### config.mk
export PLATFORM = sky130hd
export DESIGN_NAME = plt_tuning_regs
export DESIGN_NICKNAME = d
export VERILOG_FILES = /design/src/include/plt_pkg.sv /design/src/core/plt_sequencer.sv /design/src/core/plt_tuning_regs.sv
export SDC_FILE = /design/constraint.sdc
export NUM_CORES = 1
export LEC_CHECK = 0
export BUFFER_PORTS_ARGS = -buffer_cell sky130_fd_sc_hd__buf_2
export CAP_MARGIN = 20
export CORE_ASPECT_RATIO = 0.75
export CORE_MARGIN = 2
export CORE_UTILIZATION = 53
export DETAILED_ROUTE_END_ITERATION = 8
export GPL_TIMING_DRIVEN = 0
export PLACE_DENSITY = 0.87
export SLEW_MARGIN = 30
export SYNTH_ARGS = -nofsm -noshare
export SYNTH_HDL_FRONTEND = slang
export SYNTH_SLANG_ARGS = --single-unit
### constraint.sdc
create_clock -name sys_clk -period 2.63 [get_ports sys_clk]
set_clock_uncertainty 0.05 [all_clocks]
set_input_delay 0.263 -clock sys_clk [delete_from_list [all_inputs] [get_ports sys_clk]]
set_output_delay 0.263 -clock sys_clk [all_outputs]
set_load 0.01 [all_outputs]
### src/include/plt_pkg.sv
package plt_pkg;

  // ****************************************************************
  // register indices (byte address is four times the index)
  // ****************************************************************
  localparam logic [7:0] IDX_TUNING_CONTROL  = 8'he5;
  localparam logic [7:0] IDX_APPLIED_ARRAY   = 8'hf9;
  localparam logic [7:0] IDX_APPLIED_DAC     = 8'hfa;
  localparam logic [7:0] IDX_APPLIED_PUMP    = 8'hfb;
  localparam logic [7:0] IDX_LOOP_BREAK      = 8'hfc;
  localparam logic [7:0] IDX_PUMP_SCALING    = 8'hfd;
  localparam logic [7:0] IDX_OSC_ARRAY_FORCE    = 8'hfe;
  localparam logic [7:0] IDX_PUMP_OVERRIDE   = 8'hff;
  localparam logic [7:0] IDX_SLOT_SELECT     = 8'h80;

  // ****************************************************************
  // field positions
  // ****************************************************************
  localparam int TC_START_BIT     = 7;
  localparam int TC_DUAL_BIT      = 6;
  localparam int TC_WAIT_BIT      = 5;
  localparam int TC_CURRENT_BIT   = 4;
  localparam int TC_COMPLETE_BIT  = 3;
  localparam int PO_TP1_BIT       = 7;
  localparam int PO_TP2_BIT       = 6;
  localparam int PO_FORCE_BIT     = 5;
  localparam int VO_PUMP_OFF_BIT  = 5;
  localparam int VO_FORCE_BIT     = 4;
  localparam int LB_BREAK_BIT     = 4;
  localparam int SS_SLOT_BIT      = 0;

  // ****************************************************************
  // reset values
  // ****************************************************************
  localparam logic [2:0] RST_ITER_START   = 3'h5;
  localparam logic [4:0] RST_PUMP_FORCED  = 5'h10;
  localparam logic [3:0] RST_ARRAY_FORCED = 4'h8;
  localparam logic [5:0] RST_PUMP_SCALING = 6'h25;
  localparam logic [3:0] RST_DAC_OPEN     = 4'h4;

  // ****************************************************************
  // timing, in reference-clock cycles
  // ****************************************************************
  localparam int TUNE_FULL_REF_CYCLES = 25650;
  localparam int TUNE_HALF_REF_CYCLES = 12825;
  localparam int TUNE_CNT_W           = 15;

  typedef enum logic [1:0] {
    PLT_IDLE = 2'b00,
    PLT_RUN  = 2'b01,
    PLT_DONE = 2'b11
  } plt_state_t;

  // results handed in by the analog tuning engine at the end of a run
  typedef struct packed {
    logic [3:0] array;
    logic [4:0] pump;
  } plt_tune_res_t;

  // controls driven to the analog PLL
  typedef struct packed {
    logic       tuning_run;
    logic       tuning_double_current;
    logic [2:0] tuning_iter_start;
    logic [3:0] osc_array_applied;
    logic [4:0] pump_current_applied;
    logic [3:0] dac_applied;
    logic       dac_forced;
    logic       pump_off;
    logic       loop_open;
    logic       loop_testpoint_one_sel;
    logic       loop_testpoint_two_sel;
    logic [5:0] pump_scaling_factor;
  } plt_ana_ctrl_t;

endpackage : plt_pkg

### src/core/plt_sequencer.sv
`timescale 1ns/1ps
module plt_sequencer #(
  parameter int FULL_CYCLES = plt_pkg::TUNE_FULL_REF_CYCLES,
  parameter int HALF_CYCLES = plt_pkg::TUNE_HALF_REF_CYCLES
) (
  input  wire logic  sys_clk,
  input  wire logic  reset,
  input  wire logic  start,
  input  wire logic  full_wait,
  input  wire logic  ref_tick,
  output plt_pkg::plt_state_t state,
  output logic       done_pulse
);

  plt_pkg::plt_state_t                 state_q;
  logic [plt_pkg::TUNE_CNT_W-1:0]      cnt_q;
  logic [plt_pkg::TUNE_CNT_W-1:0]      target_q;

  // ****************************************************************
  // run length counted in reference-clock ticks
  // ****************************************************************
  always_ff @(posedge sys_clk) begin
    if (reset) begin
      state_q  <= plt_pkg::PLT_IDLE;
      cnt_q    <= '0;
      target_q <= '0;
    end else begin
      unique case (state_q)
        plt_pkg::PLT_IDLE: begin
          if (start) begin
            state_q  <= plt_pkg::PLT_RUN;
            cnt_q    <= '0;
            // wait length latched so a mid-run change is harmless
            target_q <= full_wait ? FULL_CYCLES[plt_pkg::TUNE_CNT_W-1:0]
                                  : HALF_CYCLES[plt_pkg::TUNE_CNT_W-1:0]; // [RULE4]
          end
        end
        plt_pkg::PLT_RUN: begin
          if (ref_tick) begin
            cnt_q <= cnt_q + 1'b1;
            if (cnt_q + 1'b1 == target_q) begin
              state_q <= plt_pkg::PLT_DONE; // [RULE18]
            end
          end
        end
        plt_pkg::PLT_DONE: begin
          state_q <= plt_pkg::PLT_IDLE;
        end
        // the unused code falls back to idle
        default: begin
          state_q <= plt_pkg::PLT_IDLE;
        end
      endcase
    end
  end

  assign state      = state_q;
  assign done_pulse = (state_q == plt_pkg::PLT_DONE);
endmodule : plt_sequencer

### src/core/plt_tuning_regs.sv
`timescale 1ns/1ps
// Operation
// [RULE1] run starts only on trigger rising edge
// [RULE2] software clears trigger after completion
// [RULE3] dual bit stores result in both slots
// [RULE4] wait bit selects full or half duration
// [RULE5] current bit doubles tuning current
// [RULE6] read-only completion flag, reset zero
// [RULE7] software loads iteration start with 110
// [RULE8] pump force picks forced current
// [RULE9] forced pump value resets 0x10
// [RULE10] testpoint selects route to pump node
// [RULE11] pump off bit stops charge pump
// [RULE12] array force applies forced array value
// [RULE13] software keeps scaling factor at 0x25
// [RULE14] loop-break bit opens the loop
// [RULE15] open loop drives dac from override
// [RULE16] applied pump current readable
// [RULE17] applied dac value readable
// [RULE18] completion after 25650 or 12825 cycles
// [RULE19] clearing trigger clears completion flag
// [RULE20] applied results kept per slot
// [RULE21] applied array setting readable
// [RULE22] read-only and reserved bits ignore writes
module plt_tuning_regs #(
  parameter int FULL_CYCLES = plt_pkg::TUNE_FULL_REF_CYCLES,
  parameter int HALF_CYCLES = plt_pkg::TUNE_HALF_REF_CYCLES
) (
  input  wire logic                  sys_clk,
  input  wire logic                  reset,
  input  wire logic                  psel,
  input  wire logic                  penable,
  input  wire logic                  pwrite,
  input  wire logic [11:0]           paddr,
  input  wire logic [31:0]           pwdata,
  output logic [31:0]                prdata,
  output logic                       pready,
  output logic                       pslverr,
  input  wire logic                  ref_tick,
  input  plt_pkg::plt_tune_res_t     tune_res,
  input  wire logic [3:0]            tune_dac,
  output plt_pkg::plt_ana_ctrl_t     ana_ctrl
);

  // ****************************************************************
  // register state
  // ****************************************************************
  logic                 start_q;
  logic                 start_prev_q;
  logic                 dual_q;
  logic                 wait_q;
  logic                 current_q;
  logic                 complete_q;
  logic [2:0]           iter_q;
  logic                 tp1_q;
  logic                 tp2_q;
  logic                 pump_force_q;
  logic [4:0]           pump_forced_q;
  logic                 pump_off_q;
  logic                 array_force_q;
  logic [3:0]           array_forced_q;
  logic [5:0]           scaling_q;
  logic                 loop_break_q;
  logic [3:0]           dac_open_q;
  logic                 slot_q;
  plt_pkg::plt_tune_res_t res_q [2];
  logic [31:0]          prdata_q;
  logic                 pslverr_q;

  logic                 setup;
  logic                 wr_en;
  logic [7:0]           idx;
  logic [7:0]           wbyte;
  logic                 start_edge;
  plt_pkg::plt_state_t  seq_state;
  logic                 seq_done;
  plt_pkg::plt_tune_res_t res_sel;
  logic [3:0]           array_applied;
  logic [4:0]           pump_applied;
  logic [3:0]           dac_applied;

  function automatic logic idx_mapped(input logic [7:0] i);
    unique case (i)
      plt_pkg::IDX_TUNING_CONTROL, plt_pkg::IDX_APPLIED_ARRAY,
      plt_pkg::IDX_APPLIED_DAC, plt_pkg::IDX_APPLIED_PUMP,
      plt_pkg::IDX_LOOP_BREAK, plt_pkg::IDX_PUMP_SCALING,
      plt_pkg::IDX_OSC_ARRAY_FORCE, plt_pkg::IDX_PUMP_OVERRIDE,
      plt_pkg::IDX_SLOT_SELECT: return 1'b1;
      default: return 1'b0;
    endcase
  endfunction : idx_mapped

  // ****************************************************************
  // apb decode
  // ****************************************************************
  // registers hold a word each; low two address bits are ignored
  assign idx    = paddr[9:2];
  assign setup  = psel & ~penable;
  assign wr_en  = psel & penable & pwrite & idx_mapped(idx);
  assign wbyte  = pwdata[7:0];
  assign pready = 1'b1;
  assign prdata = prdata_q;
  assign pslverr = pslverr_q & psel & penable;

  always_ff @(posedge sys_clk) begin
    if (reset) begin
      pslverr_q <= 1'b0;
    end else if (setup) begin
      pslverr_q <= ~idx_mapped(idx) | (|paddr[11:10]);
    end
  end

  // ****************************************************************
  // tuning control register
  // ****************************************************************
  always_ff @(posedge sys_clk) begin
    if (reset) begin
      start_q   <= 1'b0;
      dual_q    <= 1'b0;
      wait_q    <= 1'b0;
      current_q <= 1'b0;
      iter_q    <= plt_pkg::RST_ITER_START;
    end else if (wr_en && ~|paddr[11:10] && idx == plt_pkg::IDX_TUNING_CONTROL) begin
      // trigger stays where software leaves it
      start_q   <= wbyte[plt_pkg::TC_START_BIT]; // [RULE2]
      dual_q    <= wbyte[plt_pkg::TC_DUAL_BIT];
      wait_q    <= wbyte[plt_pkg::TC_WAIT_BIT];
      current_q <= wbyte[plt_pkg::TC_CURRENT_BIT];
      iter_q    <= wbyte[2:0]; // [RULE7]
    end
  end

  always_ff @(posedge sys_clk) begin
    if (reset) begin
      start_prev_q <= 1'b0;
    end else begin
      start_prev_q <= start_q;
    end
  end

  assign start_edge = start_q & ~start_prev_q; // [RULE1]

  // set beats the clear if both land in one cycle
  always_ff @(posedge sys_clk) begin
    if (reset) begin
      complete_q <= 1'b0;
    end else if (seq_done) begin
      complete_q <= 1'b1; // [RULE6]
    end else if (~start_q) begin
      complete_q <= 1'b0; // [RULE19]
    end
  end

  plt_sequencer #(
    .FULL_CYCLES (FULL_CYCLES),
    .HALF_CYCLES (HALF_CYCLES)
  ) plt_sequencer_i (
    .sys_clk    (sys_clk),
    .reset      (reset),
    .start      (start_edge),
    .full_wait  (wait_q),
    .ref_tick   (ref_tick),
    .state      (seq_state),
    .done_pulse (seq_done)
  );

  // ****************************************************************
  // per-slot results
  // ****************************************************************
  always_ff @(posedge sys_clk) begin
    if (reset) begin
      res_q[0] <= '0;
      res_q[1] <= '0;
    end else if (seq_done) begin
      if (dual_q || !slot_q) begin
        res_q[0] <= tune_res; // [RULE3]
      end
      if (dual_q || slot_q) begin
        res_q[1] <= tune_res; // [RULE3]
      end
    end
  end

  assign res_sel = res_q[slot_q]; // [RULE20]

  // ****************************************************************
  // diagnostic registers
  // ****************************************************************
  always_ff @(posedge sys_clk) begin
    if (reset) begin
      tp1_q         <= 1'b0;
      tp2_q         <= 1'b0;
      pump_force_q  <= 1'b0;
      pump_forced_q <= plt_pkg::RST_PUMP_FORCED; // [RULE9]
    end else if (wr_en && ~|paddr[11:10] && idx == plt_pkg::IDX_PUMP_OVERRIDE) begin
      tp1_q         <= wbyte[plt_pkg::PO_TP1_BIT]; // [RULE10]
      tp2_q         <= wbyte[plt_pkg::PO_TP2_BIT]; // [RULE10]
      pump_force_q  <= wbyte[plt_pkg::PO_FORCE_BIT];
      pump_forced_q <= wbyte[4:0];
    end
  end

  always_ff @(posedge sys_clk) begin
    if (reset) begin
      pump_off_q     <= 1'b0;
      array_force_q  <= 1'b0;
      array_forced_q <= plt_pkg::RST_ARRAY_FORCED;
    end else if (wr_en && ~|paddr[11:10] && idx == plt_pkg::IDX_OSC_ARRAY_FORCE) begin
      pump_off_q     <= wbyte[plt_pkg::VO_PUMP_OFF_BIT];
      array_force_q  <= wbyte[plt_pkg::VO_FORCE_BIT];
      array_forced_q <= wbyte[3:0];
    end
  end

  always_ff @(posedge sys_clk) begin
    if (reset) begin
      scaling_q <= plt_pkg::RST_PUMP_SCALING; // [RULE13]
    end else if (wr_en && ~|paddr[11:10] && idx == plt_pkg::IDX_PUMP_SCALING) begin
      scaling_q <= wbyte[5:0];
    end
  end

  always_ff @(posedge sys_clk) begin
    if (reset) begin
      loop_break_q <= 1'b0;
      dac_open_q   <= plt_pkg::RST_DAC_OPEN;
    end else if (wr_en && ~|paddr[11:10] && idx == plt_pkg::IDX_LOOP_BREAK) begin
      loop_break_q <= wbyte[plt_pkg::LB_BREAK_BIT];
      dac_open_q   <= wbyte[3:0];
    end
  end

  always_ff @(posedge sys_clk) begin
    if (reset) begin
      slot_q <= 1'b0;
    end else if (wr_en && ~|paddr[11:10] && idx == plt_pkg::IDX_SLOT_SELECT) begin
      slot_q <= wbyte[plt_pkg::SS_SLOT_BIT];
    end
  end

  // ****************************************************************
  // applied values
  // ****************************************************************
  assign array_applied = array_force_q ? array_forced_q : res_sel.array; // [RULE12]
  assign pump_applied  = pump_force_q ? pump_forced_q : res_sel.pump; // [RULE8]
  assign dac_applied   = loop_break_q ? dac_open_q : tune_dac; // [RULE15]

  always_comb begin
    ana_ctrl                        = '0;
    ana_ctrl.tuning_run             = (seq_state == plt_pkg::PLT_RUN);
    ana_ctrl.tuning_double_current  = current_q & (seq_state == plt_pkg::PLT_RUN); // [RULE5]
    ana_ctrl.tuning_iter_start      = iter_q;
    ana_ctrl.osc_array_applied      = array_applied;
    ana_ctrl.pump_current_applied   = pump_applied;
    ana_ctrl.dac_applied            = dac_applied;
    ana_ctrl.dac_forced             = loop_break_q;
    ana_ctrl.pump_off               = pump_off_q; // [RULE11]
    ana_ctrl.loop_open              = loop_break_q; // [RULE14]
    ana_ctrl.loop_testpoint_one_sel = tp1_q;
    ana_ctrl.loop_testpoint_two_sel = tp2_q;
    ana_ctrl.pump_scaling_factor    = scaling_q;
  end

  // ****************************************************************
  // read data, captured in the setup cycle
  // ****************************************************************
  always_ff @(posedge sys_clk) begin
    if (reset) begin
      prdata_q <= '0;
    end else if (setup) begin
      prdata_q <= '0; // [RULE22]
      if (~|paddr[11:10]) begin
        unique case (idx)
          plt_pkg::IDX_TUNING_CONTROL: prdata_q[7:0] <= {start_q, dual_q, wait_q, current_q, complete_q, iter_q};
          plt_pkg::IDX_APPLIED_ARRAY:  prdata_q[3:0] <= array_applied; // [RULE21]
          plt_pkg::IDX_APPLIED_DAC:    prdata_q[3:0] <= dac_applied; // [RULE17]
          plt_pkg::IDX_APPLIED_PUMP:   prdata_q[4:0] <= pump_applied; // [RULE16]
          plt_pkg::IDX_LOOP_BREAK:     prdata_q[4:0] <= {loop_break_q, dac_open_q};
          plt_pkg::IDX_PUMP_SCALING:   prdata_q[5:0] <= scaling_q;
          plt_pkg::IDX_OSC_ARRAY_FORCE:   prdata_q[5:0] <= {pump_off_q, array_force_q, array_forced_q};
          plt_pkg::IDX_PUMP_OVERRIDE:  prdata_q[7:0] <= {tp1_q, tp2_q, pump_force_q, pump_forced_q};
          plt_pkg::IDX_SLOT_SELECT:    prdata_q[0]   <= slot_q;
          default:                     prdata_q      <= '0;
        endcase
      end
    end
  end
endmodule : plt_tuning_regs

# Word level (Yosys, flattened, before mapping)
# Memories as Yosys holds them, arrays and structs flattened. A register that Yosys moved wholly into a read port is not among the register bits.
# Index checks and enable logic that the tools add are counted.
# W data, S select, Z words.
# op_classes
bitwise,14
addsub,1
eq_ne,16
reduce_logical,18
muxes,36
# op_table
op,n
$eq A8 B8 Y1 const B,9
$mux W15,3
$pmux W15 S2,1
$pmux W3 S8,1
$mux W9,2
$mux W1,17
$add A15 B1 Y15 const B,1
$eq A15 B15 Y1,1
$pmux W1 S9,1
$reduce_or A9 Y1,1
$and A1 B1 Y1,8
$mux W4,2
$mux W8,1
$pmux W2 S2,2
$logic_and A1 B1 Y1,7
$mux W2,3
$ne A2 B1 Y1 const B,3
$pmux W1 S6,1
$reduce_and A3 Y1,2
$mux W5,1
$pmux W1 S4,1
$not A1 Y1,3
$or A1 B1 Y1,3
$eq A2 B1 Y1 const B,1
8 further kinds,10
# totals
mem_count,1
output_inout_bits,63
ram_bits,18
elab_cells,109
input_bits,63
reg_bits,100
# mem_list
memory,words,width,read_ports,rd_ports_with_merged_regs,write_ports,line,rtl
res_q,2,9,1,1,2,plt_tuning_regs.sv:66,plt_pkg::plt_tune_res_t res_q [2];

# Logic depth before layout (Yosys ltp)
# logic_depth
depth_word,8
depth_mapped,8
mapped_depth_nobuf,7

# Cells and area by module
# From an unflattened synthesis, not the netlist that was laid out.
# unflattened
hier_cells,526
area_unflattened_um2,4752.1
# modules_own_cells
module,seq_area_each_um2,area_per_inst_um2,cells_each,n_inst
plt_tuning_regs,1441.4,3335.7,342,1
plt_sequencer,400.4,1416.4,184,1

# Worst setup path before layout
# Ideal clock, no wire load.
# synth_timing
path_kind,reg2reg
start,register plt_sequencer_i.cnt_q[0] in the netlist's numbering
end,"register plt_sequencer_i.state_q[1], in the netlist plt_sequencer_i.state[1]"
n_path_buf,0
path_slack_ns,0.197
t_required_ns,2.518
stages_incl_launch_ff,8
t_arrival_ns,2.321
period_less_slack_ns,2.433
setup_ns,0.062
cell_sequence,dfxtp_1 ha_1 nand3_1 nor4_1 xor2_1 or4_1 a2111oi_0 and4_1
# synth_between
elab_chain_len,4
# synth_lines
item,line,rtl
start: declaration,plt_sequencer.sv:16,logic [plt_pkg::TUNE_CNT_W-1:0] cnt_q;
start signal: assignment,plt_sequencer.sv:40,cnt_q <= cnt_q + 1'b1;
$add A15 B1 Y15,plt_sequencer.sv:41,if (cnt_q + 1'b1 == target_q) begin
$eq A15 B15 Y1,plt_sequencer.sv:41,
$ne A2 B1 Y1 (no source line),-,
$reduce_and A3 Y1 (no source line),-,
end signal: assignment,plt_sequencer.sv:42,state_q <= plt_pkg::PLT_DONE;
end signal: assignment,plt_sequencer.sv:47,state_q <= plt_pkg::PLT_IDLE;
end signal: assignment,plt_sequencer.sv:51,state_q <= plt_pkg::PLT_IDLE;
end: declaration,plt_sequencer.sv:15,plt_pkg::plt_state_t state_q;
# Every way passes these cells.
# A chain may end at the register's enable or synchronous reset.

# Final worst setup path
# layout_timing
start,input port paddr[8]
end,register pump_forced_q[1]
# layout_between
elab_chain_len,6
elab_cells_between_ends,14
cone_classes,9 x eq/ne; 1 x mux; 1 x bitwise; 3 x reduce/logical
# layout_lines
item,line,rtl
start: declaration,plt_tuning_regs.sv:34,"input wire logic [11:0] paddr,"
"$eq A8 B8 Y1, on equally long branches","plt_tuning_regs.sv:83, plt_tuning_regs.sv:195",
$reduce_or A9 Y1,plt_tuning_regs.sv:83,unique case (i)
$mux W1,plt_tuning_regs.sv:83,
$and A1 B1 Y1,plt_tuning_regs.sv:99,assign wr_en = psel & penable & pwrite & idx_mapped(idx);
$logic_and A1 B1 Y1,plt_tuning_regs.sv:195,end else if (wr_en && ~|paddr[11:10] && idx == plt_pkg::IDX_PUMP_OVERRIDE) begin
$logic_and A1 B1 Y1 *,plt_tuning_regs.sv:195,
end signal: assignment,plt_tuning_regs.sv:194,pump_forced_q <= plt_pkg::RST_PUMP_FORCED;
end signal: assignment,plt_tuning_regs.sv:199,pump_forced_q <= wbyte[4:0];
end: declaration,plt_tuning_regs.sv:58,logic [4:0] pump_forced_q;
# Mark *: on every way between the ends. The rest lies on a longest branch, timed or not.

==> qor.json <==
{
  "run_status": "completed",
  "pwr_density_cell_mw_per_mm2": 523.7,
  "fin_crit_ns": 2.535,
  "cells_along_the_critical_path": "buf_2, nand3_1, clkbuf_1, nor3_1, nand2_1, nor2_2, mux2i_1, nor2_1",
  "number_of_flops_mapped_to_enable_cells_by_yosys": 18,
  "fin_area_mm2": 0.005448,
  "detail_route.vias_per_cell": 5.849,
  "layout.filler_cells": 680,
  "global_route.usage.total_pct": 26.74,
  "whs_endpoint": "start_prev_q",
  "timing.hold.worst.class": "primary input to flop",
  "clock_tree.buffer_depth": 2,
  "drc_violations_left": 0,
  "fin_crit_sh_pct": 96.40,
  "detailed_place.area_mm2": 0.005102,
  "routed_wirelength_um": 12620,
  "synth_top_area_share_pct": 28.79,
  "crit_path_end_kind": "flop",
  "criticalPathCategory": "primary input to flop",
  "grt_setup_unrepaired": "no",
  "postSynthRegisterBits": 83,
  "tightestPinTransition_ns": 0.9845,
  "synth_top_cells_by_area": "sky130_fd_sc_hd__dfxtp_1, sky130_fd_sc_hd__edfxtp_1, sky130_fd_sc_hd__mux2i_1, sky130_fd_sc_hd__nor2_1, sky130_fd_sc_hd__buf_4",
  "overflow": 0,
  "arrival_ns": 2.69,
  "coreArea_mm2": 0.008382,
  "floorplan.initialDensity_pct": 53.92,
  "gp_congestion": 0.9436,
  "highest_attainable_clock_frequency_ghz": 0.3944,
  "final-hold-violation-count": 0,
  "min_path_cells": 2,
  "cts_buffers": 9,
  "utilization_pct": 64.99,
  "synth.yosys.seq_area_share_pct": 40.75,
  "post_synth_num_cell_types": 59,
  "wire_length_of_the_first_global_routing_pass_um": 19750,
  "max_stage_delay_ns": 0.86,
  "post_synth_inst_count": 503,
  "portBuffers": 71,
  "slew_headroom_pct": 33.86,
  "root_buffer": "sky130_fd_sc_hd__clkbuf_16",
  "synth-main-ff-cell": "sky130_fd_sc_hd__dfxtp_1",
  "layout-area-overhead-vs-synth_pct": 20.54,
  "io_pins": 126,
  "fp.dieW_um": 110.6,
  "max_cap_violations": 0,
  "cp_max_fo": 10,
  "max-vdd-ir-drop_mv": 0.2822,
  "cts_tree": "built",
  "netlist.top_cell.by_area": "sky130_fd_sc_hd__dfxtp_1",
  "die-area_mm2": 0.009289,
  "final-setup-viol-count": 0,
  "total_leakage_power_nw": 2.202,
  "dp_hpwl_um": 9362,
  "post_route_cells_drive_above_1_share_pct": 24.84,
  "first_global_vias": 3804,
  "detail_route.wl_per_cell_um": 17.53,
  "critical_hold_path_startpoint": "reset",
  "finalNetCount": 671,
  "setup.worst_path.start_class": "primary input",
  "htree_levels": 3,
  "syn_area_mm2": 0.004519,
  "synthTopCellsByCount": "sky130_fd_sc_hd__nor2_1, sky130_fd_sc_hd__dfxtp_1, sky130_fd_sc_hd__mux2i_1",
  "slew_viol_final": 0,
  "worstRegToRegCells": 7,
  "synth.most_common_cell": "sky130_fd_sc_hd__nor2_1",
  "yosysWarningCount": 0,
  "die_height_um": 83.97,
  "cts_sinks": 83,
  "cp.required_ns": 2.78,
  "clock_insertion_delay_worst_skew_ns": 0.33,
  "grt_start_max_net_pins": 15,
  "total_iterations_of_the_first_detailed_routing_run": 5,
  "row_count": 29,
  "1st_iter_drt_viols": 485,
  "vias": 4211,
  "postSynth.asyncResetShare_pct": 0,
  "crit_path_top_delay_cell": "sky130_fd_sc_hd__nor3_1",
  "worst_r2r_endpoint": "plt_sequencer_i.state[1]",
  "grt_antenna_before_repair": 0,
  "r2r-start": "plt_sequencer_i.cnt_q[1]",
  "r2r_setup_slack_ns": 0.13,
  "totalNegativeSetupSlack_ns": 0,
  "syn_avg_cell_area_um2": 8.985,
  "cts.reportedPaths.clkPinSlew_ns": 0.06,
  "antenna-diode-count": 0,
  "route.antenna.remaining_nets": 0
}
cell usage in the layout (no fill, tap or decap), types with 9 or more instances in the layout:
master | netlist | layout
sky130_fd_sc_hd__nor2_1 | 71 | 71
sky130_fd_sc_hd__and2_1 | 15 | 15
sky130_fd_sc_hd__clkbuf_1 | 17 | 17
sky130_fd_sc_hd__buf_4 | 30 | 30
sky130_fd_sc_hd__mux2i_1 | 51 | 51
sky130_fd_sc_hd__conb_1 | 2 | 25
sky130_fd_sc_hd__a21oi_1 | 24 | 24
sky130_fd_sc_hd__nand2_1 | 42 | 42
sky130_fd_sc_hd__mux2_2 | 9 | 9
sky130_fd_sc_hd__a22oi_1 | 9 | 9
sky130_fd_sc_hd__nor2b_1 | 12 | 12
sky130_fd_sc_hd__o21ai_0 | 25 | 23
sky130_fd_sc_hd__buf_2 | 2 | 73
sky130_fd_sc_hd__clkbuf_16 | 0 | 9
sky130_fd_sc_hd__edfxtp_1 | 18 | 18
sky130_fd_sc_hd__dfxtp_1 | 65 | 64
kinds of logic (layout without fill, tap and decap cells):
family	Yosys count	after routing	synth area share [%]
AOI/OAI and AO/OA	87	87	12.38
xor gates and xnor gates	10	10	1.938
adders and majority gates	1	1	0.2768
buffers and inverters	59	145	8.499
DFF	83	83	40.75
muxes	60	60	13.54
other	2	25	0.1662
and+or+nand+nor	201	201	22.45
metal layers:
| layer | global-route usage, % | share of wire [%] | up-vias |
|---|---|---|---|
| met5 | 0 | 0 | - |
| met2 | 39.26 | 42 | 276 |
| met1 | 39.15 | 44 | 1964 |
| li1 | - | - | 1945 |
| met4 | 7.955 | 1.4 | 0 |
| met3 | 6.245 | 12 | 26 |
critical path, delay by kind of cell:
kind / cells / cell delay, ns
mux: 1 / 0.29
simple gates: 5 / 1.77
buf+inv: 2 / 0.37
sequential cells by signal, summed over array words and instances, names as in the netlist, 2 cells and up, named ones only:
register / cells
plt_sequencer_i.cnt_q: 15
array_forced_q: 4
plt_sequencer_i.target_q: 3
pump_forced_q: 5
plt_sequencer_i.state: 2
scaling_q: 6
res_q: 18
dac_open_q: 4
prdata: 8
iter_q: 3
worst max path at each step:
| stage | startpoint | to | slack, ns | cells past startpoint |
|---|---|---|---|---|
| final | paddr[8] | pump_forced_q[1] | 0.09 | 8 |
| after CTS | plt_sequencer_i.cnt_q[0] | plt_sequencer_i.state[1] | 0.03 | 7 |
| after global placement | plt_sequencer_i.cnt_q[0] | plt_sequencer_i.state[1] | -0.15 | 7 |
| after detailed placement | plt_sequencer_i.cnt_q[0] | plt_sequencer_i.state[1] | -0.23 | 7 |
| after floorplan | plt_sequencer_i.cnt_q[0] | plt_sequencer_i.state[1] | 0.20 | 7 |
| after global routing | plt_sequencer_i.cnt_q[1] | plt_sequencer_i.state[1] | 0.01 | 7 |
where the power goes:
part           leakage, nW  total (mW)  switching, mW  internal [mW]
Sequential           0.710        1.31        0.00321           1.31
Clock                0.149        1.34          0.509          0.833
Combinational         1.34       0.199          0.121         0.0775
area by class of cell:
type / instances / area, um^2 / share of cell area [%]
flip-flops and latches: 83 / 1843 / 33.83
multi-input cells: 384 / 2416 / 44.35
inverters: 4 / 15.01 / 0.2756
plain buffers: 54 / 365.4 / 6.706
well taps: 108 / 135.1 / 2.480
repair buffers: 71 / 355.3 / 6.523
clock inverters: 6 / 88.84 / 1.631
clock buffers: 10 / 229.0 / 4.203
timing repair:
| item | CTS | global route |
|---|---|---|
| endpoints found under the setup margin | 1 | 2 |
| hold buffers | 0 | 0 |
| resized for setup | 3 | 2 |
| pin swaps | 0 | 0 |
| buffers inserted | 0 | 0 |
metrics by stage:
step	power (mW)	hold slack, ns	worst slack, ns	std cells
after global routing	2.937	0.08044	0.01125	720
final	2.853	0.08243	0.09464	720
after detailed placement	1.532	0.3959	-0.2287	705
after global placement	1.527	0.3943	-0.1494	705
after floorplan	1.456	0.3415	0.1973	526
after CTS	2.853	0.07412	0.03211	721
No activity file was read; power rests on OpenSTA's default activity.
